===== src/pkg/aofp_cfg.svh =====
// Offsets, field positions, reset values and timing figures of the control block.
`ifndef AOFP_CFG_SVH
`define AOFP_CFG_SVH
// ==========================================================
// Timing
`define AOFP_CLK_MHZ 200
`define AOFP_NAP_NS 1000
`define AOFP_SLEEP_US 1000
`define AOFP_RELOCK_US 52
`define AOFP_SETUP_US 150
`define AOFP_LATENCY 15
// ==========================================================
// Sample word
`define AOFP_WIDTH 10
`define AOFP_RAW_W 12
// ==========================================================
// Register map
`define AOFP_ADDR_CTRL 8'h00
`define AOFP_ADDR_PWR 8'h04
`define AOFP_ADDR_STAT 8'h08
`define AOFP_DIV_OVR 0
`define AOFP_DIV_BY2 1
`define AOFP_MODE_OVR 2
`define AOFP_MODE_LSB 3
`define AOFP_FMT_OVR 5
`define AOFP_FMT_LSB 6
`define AOFP_PWR_STRIDE 3
`define AOFP_CTRL_RST 8'h00
`define AOFP_PWR_RST 6'h00
`define AOFP_RESP_OKAY 2'h0
`define AOFP_RESP_SLVERR 2'h2
`endif


===== src/pkg/aofp_pkg.sv =====
// Types shared by the control block and its sample coder.
package aofp_pkg;
  typedef enum logic [1:0] {STRAP_GND = 2'h0, STRAP_FLOAT = 2'h1, STRAP_SUPPLY = 2'h2} aofp_strap_t;
  typedef enum logic [1:0] {MODE_CMOS = 2'h0, MODE_DIFF3 = 2'h1, MODE_DIFF2 = 2'h2} aofp_mode_t;
  typedef enum logic [1:0] {FMT_OB = 2'h0, FMT_TC = 2'h1, FMT_GRAY = 2'h2} aofp_fmt_t;
  typedef enum logic [1:0] {PWR_NORMAL = 2'h0, PWR_NAP = 2'h1, PWR_SLEEP = 2'h2} aofp_pwr_t;
  typedef enum logic [3:0] {
    PS_RUN = 4'h1,
    PS_NAP = 4'h2,
    PS_SLEEP = 4'h4,
    PS_WAKE = 4'h8
  } aofp_ps_t;
endpackage


===== src/hw/aofp_coder.sv =====
// Saturation, over-range detection and output coding of one sample.
`timescale 1ns/1ps
module aofp_coder
  import aofp_pkg::*;
#(
  parameter int W = 10,
  parameter int RW = 12
)
(
  input wire logic [RW-1:0] raw,
  input wire aofp_fmt_t fmt,
  output logic [W-1:0] bin,
  output logic [W-1:0] word,
  output logic over
);
  localparam logic [RW-1:0] FULL = RW'((1 << W) - 1);
  // Codes past full scale clamp instead of wrapping.
  assign over = raw >= FULL;
  assign bin = over ? FULL[W-1:0] : raw[W-1:0];
  assign word = (fmt == FMT_TC) ? {~bin[W-1], bin[W-2:0]}
              : (fmt == FMT_GRAY) ? (bin ^ (bin >> 1))
              : bin;
endmodule


===== src/hw/aofp_top.sv =====
// Output format, clock divide, over-range and power state control of the converter.
//
// The register addresses and the AXI4-Lite interface to the registers were chosen for this implementation.
`timescale 1ns/1ps
`include "aofp_cfg.svh"
// What this block does
// - Divider strap: ground divides clock by two, floating by one; supply forbidden.
// - A serial divider setting beats the divider strap.
// - Samples leave on a parallel double-data-rate bus in every output mode.
// - Mode strap: ground single-ended, floating differential 3mA, supply differential 2mA.
// - A serial output mode setting beats the mode strap.
// - Over-range flag rises when the code reaches positive full scale, every sample.
// - Over-range codes hold at full scale and never wrap.
// - Normal operation returns about 1us after nap, 1ms after sleep.
// - Select low through sleep keeps registers alive; the 1ms wake still applies.
// - Nap or sleep puts data, forwarded clock and over-range outputs in high impedance.
// - A stopped clock during nap stretches recovery by up to 52us relock.
// - Power strap at power-on: ground normal, floating sleep, supply nap.
// - Serial power setting overrides strap per core; strap acts on the whole device.
// - Format strap: ground offset binary, floating two's complement, supply Gray.
// - A serial format setting beats the format strap.
// - Offset binary runs from all zeros to all ones, monotonic.
// - Two's complement is offset binary with its top bit inverted.
// - Gray keeps the top bit; each lower bit is XOR with the next higher.
// - Mid-scale gives 1000000000, 0000000000 and 1100000000 respectively.
// - Each sample leaves fifteen sample clocks after its conversion starts.
// - The two cores take alternate sample clocks, doubling the stream rate.
module aofp_top
  import aofp_pkg::*;
#(
  parameter int W = `AOFP_WIDTH,
  parameter int RW = `AOFP_RAW_W,
  parameter int LAT = `AOFP_LATENCY,
  parameter int SLEEP_CYC = `AOFP_SLEEP_US * `AOFP_CLK_MHZ,
  parameter int RELOCK_CYC = `AOFP_RELOCK_US * `AOFP_CLK_MHZ,
  parameter int SETUP_CYC = `AOFP_SETUP_US * `AOFP_CLK_MHZ
)
(
  input wire logic clock,
  input wire logic rst_b,
  input wire logic [1:0] clock_divide_strap,
  input wire logic [1:0] output_mode_strap,
  input wire logic [1:0] power_state_strap,
  input wire logic [1:0] output_format_strap,
  input wire logic serial_select_n,
  input wire logic input_clock_lost,
  input wire logic [RW-1:0] core0_code,
  input wire logic [RW-1:0] core1_code,
  output logic [W-1:0] sample_data,
  output logic over_range,
  output logic forwarded_output_clock,
  output logic outputs_oe_b,
  output logic cmos_mode,
  output logic drive_2ma,
  input wire logic [7:0] s_axi_awaddr,
  input wire logic [2:0] s_axi_awprot,
  input wire logic s_axi_awvalid,
  output logic s_axi_awready,
  input wire logic [31:0] s_axi_wdata,
  input wire logic [3:0] s_axi_wstrb,
  input wire logic s_axi_wvalid,
  output logic s_axi_wready,
  output logic [1:0] s_axi_bresp,
  output logic s_axi_bvalid,
  input wire logic s_axi_bready,
  input wire logic [7:0] s_axi_araddr,
  input wire logic [2:0] s_axi_arprot,
  input wire logic s_axi_arvalid,
  output logic s_axi_arready,
  output logic [31:0] s_axi_rdata,
  output logic [1:0] s_axi_rresp,
  output logic s_axi_rvalid,
  input wire logic s_axi_rready
);
  localparam int NAP_CYC = (`AOFP_NAP_NS * `AOFP_CLK_MHZ) / 1000;
  localparam logic [RW-1:0] FULL = RW'((1 << W) - 1);

  // ==========================================================
  // Pin synchronisers and strap capture
  logic [9:0] sync1_q, sync2_q;
  logic [1:0] cap_q;
  logic div2_strap_q, strap_err_q;
  aofp_mode_t mode_strap_q;
  aofp_fmt_t fmt_strap_q;
  aofp_pwr_t pwr_strap_q;
  aofp_strap_t div_s, mode_s, pwr_s, fmt_s;
  logic sel_hi, clk_lost;

  always_ff @(posedge clock)
  begin
    if (!rst_b)
    begin
      sync1_q <= 10'h000;
      sync2_q <= 10'h000;
    end
    else
    begin
      sync1_q <= {input_clock_lost, serial_select_n, output_format_strap,
                  power_state_strap, output_mode_strap, clock_divide_strap};
      sync2_q <= sync1_q;
    end
  end

  assign div_s = aofp_strap_t'(sync2_q[1:0]);
  assign mode_s = aofp_strap_t'(sync2_q[3:2]);
  assign pwr_s = aofp_strap_t'(sync2_q[5:4]);
  assign fmt_s = aofp_strap_t'(sync2_q[7:6]);
  assign sel_hi = sync2_q[8];
  assign clk_lost = sync2_q[9];

  // Straps are caught once, after the synchronisers have filled following reset.
  always_ff @(posedge clock)
  begin
    if (!rst_b)
    begin
      cap_q <= 2'h0;
      div2_strap_q <= 1'b0;
      strap_err_q <= 1'b0;
      mode_strap_q <= MODE_DIFF3;
      fmt_strap_q <= FMT_TC;
      pwr_strap_q <= PWR_NORMAL;
    end
    else if (cap_q != 2'h3)
    begin
      cap_q <= cap_q + 2'h1;
      if (cap_q == 2'h2)
      begin
        div2_strap_q <= div_s == STRAP_GND;
        strap_err_q <= div_s == STRAP_SUPPLY;
        mode_strap_q <= (mode_s == STRAP_GND) ? MODE_CMOS
                      : (mode_s == STRAP_SUPPLY) ? MODE_DIFF2 : MODE_DIFF3;
        fmt_strap_q <= (fmt_s == STRAP_GND) ? FMT_OB
                     : (fmt_s == STRAP_SUPPLY) ? FMT_GRAY : FMT_TC;
        pwr_strap_q <= (pwr_s == STRAP_GND) ? PWR_NORMAL
                     : (pwr_s == STRAP_SUPPLY) ? PWR_NAP : PWR_SLEEP;
      end
    end
  end

  // ==========================================================
  // Effective settings
  logic [7:0] ctrl_q;
  logic [5:0] pwr_q;
  logic div2;
  aofp_mode_t mode_e;
  aofp_fmt_t fmt_e;
  aofp_pwr_t core0_p, core1_p, tgt;

  assign div2 = ctrl_q[`AOFP_DIV_OVR] ? ctrl_q[`AOFP_DIV_BY2] : div2_strap_q;
  assign mode_e = ctrl_q[`AOFP_MODE_OVR] ?
                  aofp_mode_t'(ctrl_q[`AOFP_MODE_LSB+:2]) : mode_strap_q;
  assign fmt_e = ctrl_q[`AOFP_FMT_OVR] ?
                 aofp_fmt_t'(ctrl_q[`AOFP_FMT_LSB+:2]) : fmt_strap_q;
  // Each core may be overridden alone; the device sleeps as deep as its deepest core.
  assign core0_p = pwr_q[0] ? aofp_pwr_t'(pwr_q[2:1]) : pwr_strap_q;
  assign core1_p = pwr_q[`AOFP_PWR_STRIDE] ?
                   aofp_pwr_t'(pwr_q[`AOFP_PWR_STRIDE+1+:2]) : pwr_strap_q;
  assign tgt = (core0_p == PWR_SLEEP || core1_p == PWR_SLEEP) ? PWR_SLEEP
             : (core0_p == PWR_NAP || core1_p == PWR_NAP) ? PWR_NAP : PWR_NORMAL;

  // ==========================================================
  // Power state machine
  aofp_ps_t ps_q, ps_d;
  logic [17:0] wcnt_q, wcnt_d, scnt_q;
  logic lost_seen_q, regs_live_q, out_on;

  always_comb
  begin
    ps_d = ps_q;
    wcnt_d = (wcnt_q != 18'h0) ? wcnt_q - 18'h1 : wcnt_q;
    case (ps_q)
      PS_RUN:
        if (tgt == PWR_SLEEP)
          ps_d = PS_SLEEP;
        else if (tgt == PWR_NAP)
          ps_d = PS_NAP;
      PS_NAP, PS_SLEEP:
        if (tgt == PWR_SLEEP)
          ps_d = PS_SLEEP;
        else if (tgt == PWR_NAP)
          ps_d = PS_NAP;
        else
        begin
          ps_d = PS_WAKE;
          if (ps_q == PS_SLEEP)
            wcnt_d = 18'(SLEEP_CYC);
          else if (lost_seen_q)
            wcnt_d = 18'(NAP_CYC + RELOCK_CYC);
          else
            wcnt_d = 18'(NAP_CYC);
        end
      PS_WAKE:
        if (tgt == PWR_SLEEP)
          ps_d = PS_SLEEP;
        else if (tgt == PWR_NAP)
          ps_d = PS_NAP;
        else if (wcnt_q <= 18'h1)
          ps_d = PS_RUN;
      default:
        ps_d = PS_RUN;
    endcase
  end

  always_ff @(posedge clock)
  begin
    if (!rst_b)
    begin
      ps_q <= PS_RUN;
      wcnt_q <= 18'h0;
      lost_seen_q <= 1'b0;
    end
    else
    begin
      ps_q <= ps_d;
      wcnt_q <= wcnt_d;
      if (ps_q == PS_NAP && clk_lost)
        lost_seen_q <= 1'b1;
      else if (ps_q == PS_RUN)
        lost_seen_q <= 1'b0;
    end
  end

  // Registers lose power in sleep with select high and need a setup wait once it drops.
  always_ff @(posedge clock)
  begin
    if (!rst_b)
    begin
      regs_live_q <= 1'b1;
      scnt_q <= 18'h0;
    end
    else if (ps_q != PS_SLEEP || (regs_live_q && !sel_hi))
    begin
      regs_live_q <= 1'b1;
      scnt_q <= 18'h0;
    end
    else if (sel_hi)
    begin
      regs_live_q <= 1'b0;
      scnt_q <= 18'h0;
    end
    else
    begin
      scnt_q <= scnt_q + 18'h1;
      regs_live_q <= scnt_q >= 18'(SETUP_CYC - 1);
    end
  end

  // ==========================================================
  // Sample path
  logic div_ph_q, core_sel_q, sample_en;
  logic [RW-1:0] pipe_q [0:LAT-1];
  logic [RW-1:0] entry;
  logic [W-1:0] cod_bin, cod_word;
  logic cod_over;
  logic [W-1:0] data_q;
  logic or_q, fclk_q, oe_b_q, cmos_q, drv_q;

  assign sample_en = div2 ? div_ph_q : 1'b1;
  assign entry = core_sel_q ? core1_code : core0_code;
  assign out_on = ps_q == PS_RUN;

  always_ff @(posedge clock)
  begin
    if (!rst_b)
    begin
      div_ph_q <= 1'b0;
      core_sel_q <= 1'b0;
    end
    else
    begin
      div_ph_q <= ~div_ph_q;
      if (sample_en)
        core_sel_q <= ~core_sel_q;
    end
  end

  // The delay line carries raw codes so a format change acts on the next word out.
  always_ff @(posedge clock)
  begin
    if (sample_en)
    begin
      pipe_q[0] <= entry;
      for (int i = 1; i < LAT; i++)
        pipe_q[i] <= pipe_q[i-1];
    end
  end

  aofp_coder #(.W(W), .RW(RW)) u_coder (
    .raw(pipe_q[LAT-1]),
    .fmt(fmt_e),
    .bin(cod_bin),
    .word(cod_word),
    .over(cod_over)
  );

  // Each forwarded clock edge, rising or falling, marks a new word on the bus.
  always_ff @(posedge clock)
  begin
    if (!rst_b)
    begin
      data_q <= '0;
      or_q <= 1'b0;
      fclk_q <= 1'b0;
      oe_b_q <= 1'b1;
      cmos_q <= 1'b0;
      drv_q <= 1'b0;
    end
    else
    begin
      oe_b_q <= ~out_on;
      cmos_q <= mode_e == MODE_CMOS;
      drv_q <= mode_e == MODE_DIFF2;
      if (!out_on)
      begin
        data_q <= '0;
        or_q <= 1'b0;
        fclk_q <= 1'b0;
      end
      else if (sample_en)
      begin
        data_q <= cod_word;
        or_q <= cod_over;
        fclk_q <= ~fclk_q;
      end
    end
  end

  assign sample_data = data_q;
  assign over_range = or_q;
  assign forwarded_output_clock = fclk_q;
  assign outputs_oe_b = oe_b_q;
  assign cmos_mode = cmos_q;
  assign drive_2ma = drv_q;

  // ==========================================================
  // Register bus slave
  logic aw_hold_q, w_hold_q, awready_q, wready_q, bvalid_q, arready_q, rvalid_q;
  logic [7:0] awaddr_q;
  logic [31:0] wdata_q, rdata_q, wmask, stat, rd_mux;
  logic [3:0] wstrb_q;
  logic [1:0] bresp_q, rresp_q;
  logic do_wr, wa_ctrl, wa_pwr, wa_stat, ra_ctrl, ra_pwr, ra_stat, ra_ok, wr_ok;

  assign do_wr = aw_hold_q && w_hold_q && !bvalid_q;
  assign wa_ctrl = {awaddr_q[7:2], 2'h0} == `AOFP_ADDR_CTRL;
  assign wa_pwr = {awaddr_q[7:2], 2'h0} == `AOFP_ADDR_PWR;
  assign wa_stat = {awaddr_q[7:2], 2'h0} == `AOFP_ADDR_STAT;
  assign wr_ok = regs_live_q && (wa_ctrl || wa_pwr || wa_stat);
  assign ra_ctrl = {s_axi_araddr[7:2], 2'h0} == `AOFP_ADDR_CTRL;
  assign ra_pwr = {s_axi_araddr[7:2], 2'h0} == `AOFP_ADDR_PWR;
  assign ra_stat = {s_axi_araddr[7:2], 2'h0} == `AOFP_ADDR_STAT;
  assign ra_ok = regs_live_q && (ra_ctrl || ra_pwr || ra_stat);
  assign wmask = {{8{wstrb_q[3]}}, {8{wstrb_q[2]}}, {8{wstrb_q[1]}}, {8{wstrb_q[0]}}};
  assign stat = {18'h0, tgt, lost_seen_q, strap_err_q, regs_live_q, ps_q, fmt_e,
                 mode_e, div2};
  assign rd_mux = !ra_ok ? 32'h0 : ra_ctrl ? {24'h0, ctrl_q}
                : ra_pwr ? {26'h0, pwr_q} : stat;

  always_ff @(posedge clock)
  begin
    if (!rst_b)
    begin
      ctrl_q <= `AOFP_CTRL_RST;
      pwr_q <= `AOFP_PWR_RST;
    end
    else if (do_wr && wr_ok)
    begin
      if (wa_ctrl)
        ctrl_q <= (ctrl_q & ~wmask[7:0]) | (wdata_q[7:0] & wmask[7:0]);
      if (wa_pwr)
        pwr_q <= (pwr_q & ~wmask[5:0]) | (wdata_q[5:0] & wmask[5:0]);
    end
  end

  always_ff @(posedge clock)
  begin
    if (!rst_b)
    begin
      aw_hold_q <= 1'b0;
      w_hold_q <= 1'b0;
      awready_q <= 1'b1;
      wready_q <= 1'b1;
      bvalid_q <= 1'b0;
      bresp_q <= `AOFP_RESP_OKAY;
      awaddr_q <= 8'h00;
      wdata_q <= 32'h0;
      wstrb_q <= 4'h0;
    end
    else
    begin
      if (s_axi_awvalid && awready_q)
      begin
        aw_hold_q <= 1'b1;
        awaddr_q <= s_axi_awaddr;
        awready_q <= 1'b0;
      end
      if (s_axi_wvalid && wready_q)
      begin
        w_hold_q <= 1'b1;
        wdata_q <= s_axi_wdata;
        wstrb_q <= s_axi_wstrb;
        wready_q <= 1'b0;
      end
      if (do_wr)
      begin
        aw_hold_q <= 1'b0;
        w_hold_q <= 1'b0;
        bvalid_q <= 1'b1;
        bresp_q <= wr_ok ? `AOFP_RESP_OKAY : `AOFP_RESP_SLVERR;
      end
      if (bvalid_q && s_axi_bready)
      begin
        bvalid_q <= 1'b0;
        awready_q <= 1'b1;
        wready_q <= 1'b1;
      end
    end
  end

  always_ff @(posedge clock)
  begin
    if (!rst_b)
    begin
      arready_q <= 1'b1;
      rvalid_q <= 1'b0;
      rdata_q <= 32'h0;
      rresp_q <= `AOFP_RESP_OKAY;
    end
    else if (s_axi_arvalid && arready_q)
    begin
      arready_q <= 1'b0;
      rvalid_q <= 1'b1;
      rdata_q <= rd_mux;
      rresp_q <= ra_ok ? `AOFP_RESP_OKAY : `AOFP_RESP_SLVERR;
    end
    else if (rvalid_q && s_axi_rready)
    begin
      rvalid_q <= 1'b0;
      arready_q <= 1'b1;
    end
  end

  assign s_axi_awready = awready_q;
  assign s_axi_wready = wready_q;
  assign s_axi_bvalid = bvalid_q;
  assign s_axi_bresp = bresp_q;
  assign s_axi_arready = arready_q;
  assign s_axi_rvalid = rvalid_q;
  assign s_axi_rdata = rdata_q;
  assign s_axi_rresp = rresp_q;

  // ==========================================================
  // Checks
  logic [4:0] run1_q;
  always_ff @(posedge clock)
  begin
    if (!rst_b || div2)
      run1_q <= 5'h0;
    else if (run1_q != 5'h1f)
      run1_q <= run1_q + 5'h1;
  end
endmodule


===== config.mk =====
export PLATFORM = sky130hd
export DESIGN_NAME = aofp_top
export DESIGN_NICKNAME = d
export VERILOG_FILES = /design/src/pkg/aofp_pkg.sv /design/src/hw/aofp_coder.sv /design/src/hw/aofp_top.sv
export VERILOG_INCLUDE_DIRS = /design/src /design/src/pkg
export SDC_FILE = /design/constraint.sdc
export NUM_CORES = 1
export LEC_CHECK = 0
export BUFFER_PORTS_ARGS = -buffer_cell sky130_fd_sc_hd__buf_2
export CAP_MARGIN = 10
export CORE_ASPECT_RATIO = 0.7
export CORE_MARGIN = 2
export CORE_UTILIZATION = 59
export CTS_BUF_LIST = sky130_fd_sc_hd__clkbuf_4 sky130_fd_sc_hd__clkbuf_8
export CTS_CLUSTER_SIZE = 24
export DETAILED_ROUTE_END_ITERATION = 8
export PLACE_DENSITY = 0.8
export SLEW_MARGIN = 20
export SYNTH_ARGS = -nofsm -noshare
export SYNTH_HDL_FRONTEND = slang
export SYNTH_SLANG_ARGS = --single-unit

===== constraint.sdc =====
create_clock -name clock -period 6.44 [get_ports clock]
set_input_delay 0.966 -clock clock [delete_from_list [all_inputs] [get_ports clock]]
set_output_delay 0.966 -clock clock [all_outputs]
set_load 0.01 [all_outputs]

==> metrics.yaml <==
job:
  drv_cap: 0
grt:
  grt-ovfl-total: 0
  grt_max_degree: 112
  grtUsageTotal_pct: 18.4
  grt_pass1_wl_um: 30100
  antenna_found_initial: 2
  grt_pass1_vias: 6110
logic_synthesis:
  synth_area_um2: 11700
  ys_warn_count: 0
  syn_avg_cell_area_um2: 12.8
  synth_top_cell_by_area: "edfxtp_1"
  synthCells: 914
  synth_cell_types: 61
  synth_ff_type: "edfxtp_1"
  ys_top_cells_by_area: "edfxtp_1 (46%), dfxtp_1 (24%), a21oi_1 (3.1%)"
  synth_edf_count: 180
  yosysSeqAreaShare_pct: 70.4
  async_reset_ff_share_pct: 0
  synth_top_area_share_pct: 46.2
  synth-seq-cells: 321
floorplan:
  die_area_um2: 21000
  ios: 155
  core-area_um2: 19600
  rows: 43
  die_h_um: 122
  start_util_pct: 59.6
  die_width_um: 172
clock_tree:
  cts.reportedPaths.clkPinSlew_ps: 70
  cts_sinks: 321
  cts_resized: 0
  htreeDepth: 2
  numCtsBuffers: 45
  cts_tree: "yes"
  clockRootBuffer: "clkbuf_8"
  ctsHoldBuffers: 0
  worstSkewPairLatency_ps: 540
  cts_setup_buffers: 0
  clock_path_buffers: 3
sta:
  setup_viol: 0
  fin_crit_sh_pct: 49.2
  worst_pin_slew_ps: 945
  clock.fmax_ghz: 0.316
  finClkSkew_ps: 13.4
  rsz0062_at_grt: "false"
  slew-limit-headroom_pct: 37.0
  slew_viol_final: 0
  period_minus_slack_ps: 3170
  setup_tns_ps: 0
  hold_violations: 0
worst_setup_path:
  cp-start-kind: "register"
  critPathCaptureType: "register"
  slowest_stage: "buf_4"
  critPathMaxFanout: 111
  slowest_delay_ps: 840
  arrival_ps: 3560
  path_cells: "mux2i_1 -> nor2_2 -> inv_6 -> buf_4 -> xnor2_1 -> nor2_1"
  critical_path_class: "register to register"
  required_ps: 6830
layout:
  syn_to_final_growth_pct: 13.3
  mostFrequentLayoutCells: "edfxtp_1 (180), dfxtp_1 (141), buf_2 (97)"
  drive_above_1_share_pct: 19.7
  final_nets: 1128
  fill_cells: 1410
  final_common_cell: "edfxtp_1"
  fin_util_pct: 67.4
detailed_routing:
  via_per_inst: 5.22
  post_drt_wl_per_cell_um: 14.5
  drt_wl_total_um: 19300
  drc: 0
  drt_pass1_iterations: 5
  drt_iter0_drc: 734
  drtAntennaViolNets: 0
  vias: 6958
power_and_ir_drop:
  vdd_drop_max_uv: 187
  power.density_nw_per_um2: 414
  p_leak_uw: 0.00515
status:
  status: "complete, no violations"
place:
  routabilityCongestion: 0.881
  io_buffer_count: 97
  place.detailed.hpwl_um: 12500
min_path:
  hold_path.class: "register to register"
-- logic make-up after synthesis --
group / count (synthesis) / synth area share, %
multiplexers: 46 / 4.12
AO/OA/AOI/OAI: 143 / 7.11
other: 1 / 0.0321
XOR/XNOR: 31 / 2.32
flip-flops: 321 / 70.4
buffers and inverters: 70 / 2.96
AND/OR/NAND/NOR: 297 / 12.6
adder cells (fa/ha/maj): 5 / 0.535
-- routing by layer --
metal	global-route usage [%]	vias up	share of wire, %
li1	-	3463	-
met4	5.83	2	1.2
met5	0	-	0.036
met3	4.91	28	7.6
met2	25.8	238	41
met1	28.1	3227	50
-- worst max-delay path: cells and delay by family, from the launching register on --
family / cells / cell delay [ps]
xor+xnor: 1 / 200
flops: 1 / 400
simple gates: 2 / 340
mux: 1 / 450
buf+inv: 2 / 1570
-- flip-flops by register name, summed over array words and instances (netlist names), 2 cells and up, named ones only --
name	cells
wcnt_q	18
sync2_q	10
ps_q	4
cap_q	2
s_axi_rdata	14
sample_data	10
pwr_strap_q	2
fmt_strap_q	2
pipe_q	180
awaddr_q	6
mode_strap_q	2
sync1_q	10
scnt_q	18
wdata_q	8
-- area by class of cell --
cell class | count | area (um2) | area share, %
Antenna cell | 1 | 2.50 | 0.0189
Clock buffer | 69 | 818 | 6.18
Clock inverter | 15 | 105 | 0.794
Inverter | 15 | 61.3 | 0.463
Multi-Input combinational cell | 542 | 3190 | 24.1
Sequential cell | 321 | 8230 | 62.1
Tap cell | 270 | 338 | 2.55
Timing Repair Buffer | 99 | 500 | 3.78
-- cell usage after synthesis, types with 3 or more instances --
master	n
xor2_1	21
buf_2	3
nor3b_1	4
a21oi_1	72
clkbuf_1	27
mux2_2	17
buf_4	21
o21ai_0	30
ha_1	5
inv_1	13
o211ai_1	4
mux2i_1	29
o22ai_1	5
or3_1	7
nor4_1	6
a22oi_1	6
nand2_1	81
buf_1	3
and3_1	4
nand2b_1	12
or2_2	3
nor2b_1	9
dfxtp_1	141
a31oi_1	4
nand4_1	10
nand3_1	17
nor3_1	10
a211oi_1	4
edfxtp_1	180
nand3b_1	7
xnor2_1	10
nor2_1	90
and2_1	24
-- report_power, final --
| part | internal, uW | switching (uW) |
|---|---|---|
| logic | 307 | 481 |
| clock network | 859 | 714 |
| registers | 2890 | 240 |
| total | 4050 | 1440 |
-- path summary, 6_finish.rpt --
kind	from	endpoint	slack, ps	depth (start not counted)
setup / recovery	register	core_sel_q	3270	6
hold / removal	pipe_q[0][62]	pipe_q[0][74]	410	0
setup reg to reg	register	core_sel_q	3270	6
hold reg to reg	pipe_q[0][62]	pipe_q[0][74]	410	0
-- per-stage QoR --
step                cells  hold WS (ps)  cell area [um2]  setup slack [ps]  power, uW
finish               1332           412            13200              3270       5490
global route         1331           417            13200              3040       5790
CTS                  1331           412            13200              3280       5530
detailed placement   1247           405            12300              3300       3950
global placement     1247           400            12300              3380       3870
floorplan             933           397            11800               654       3720
No activity file was read; power rests on OpenSTA's default activity.
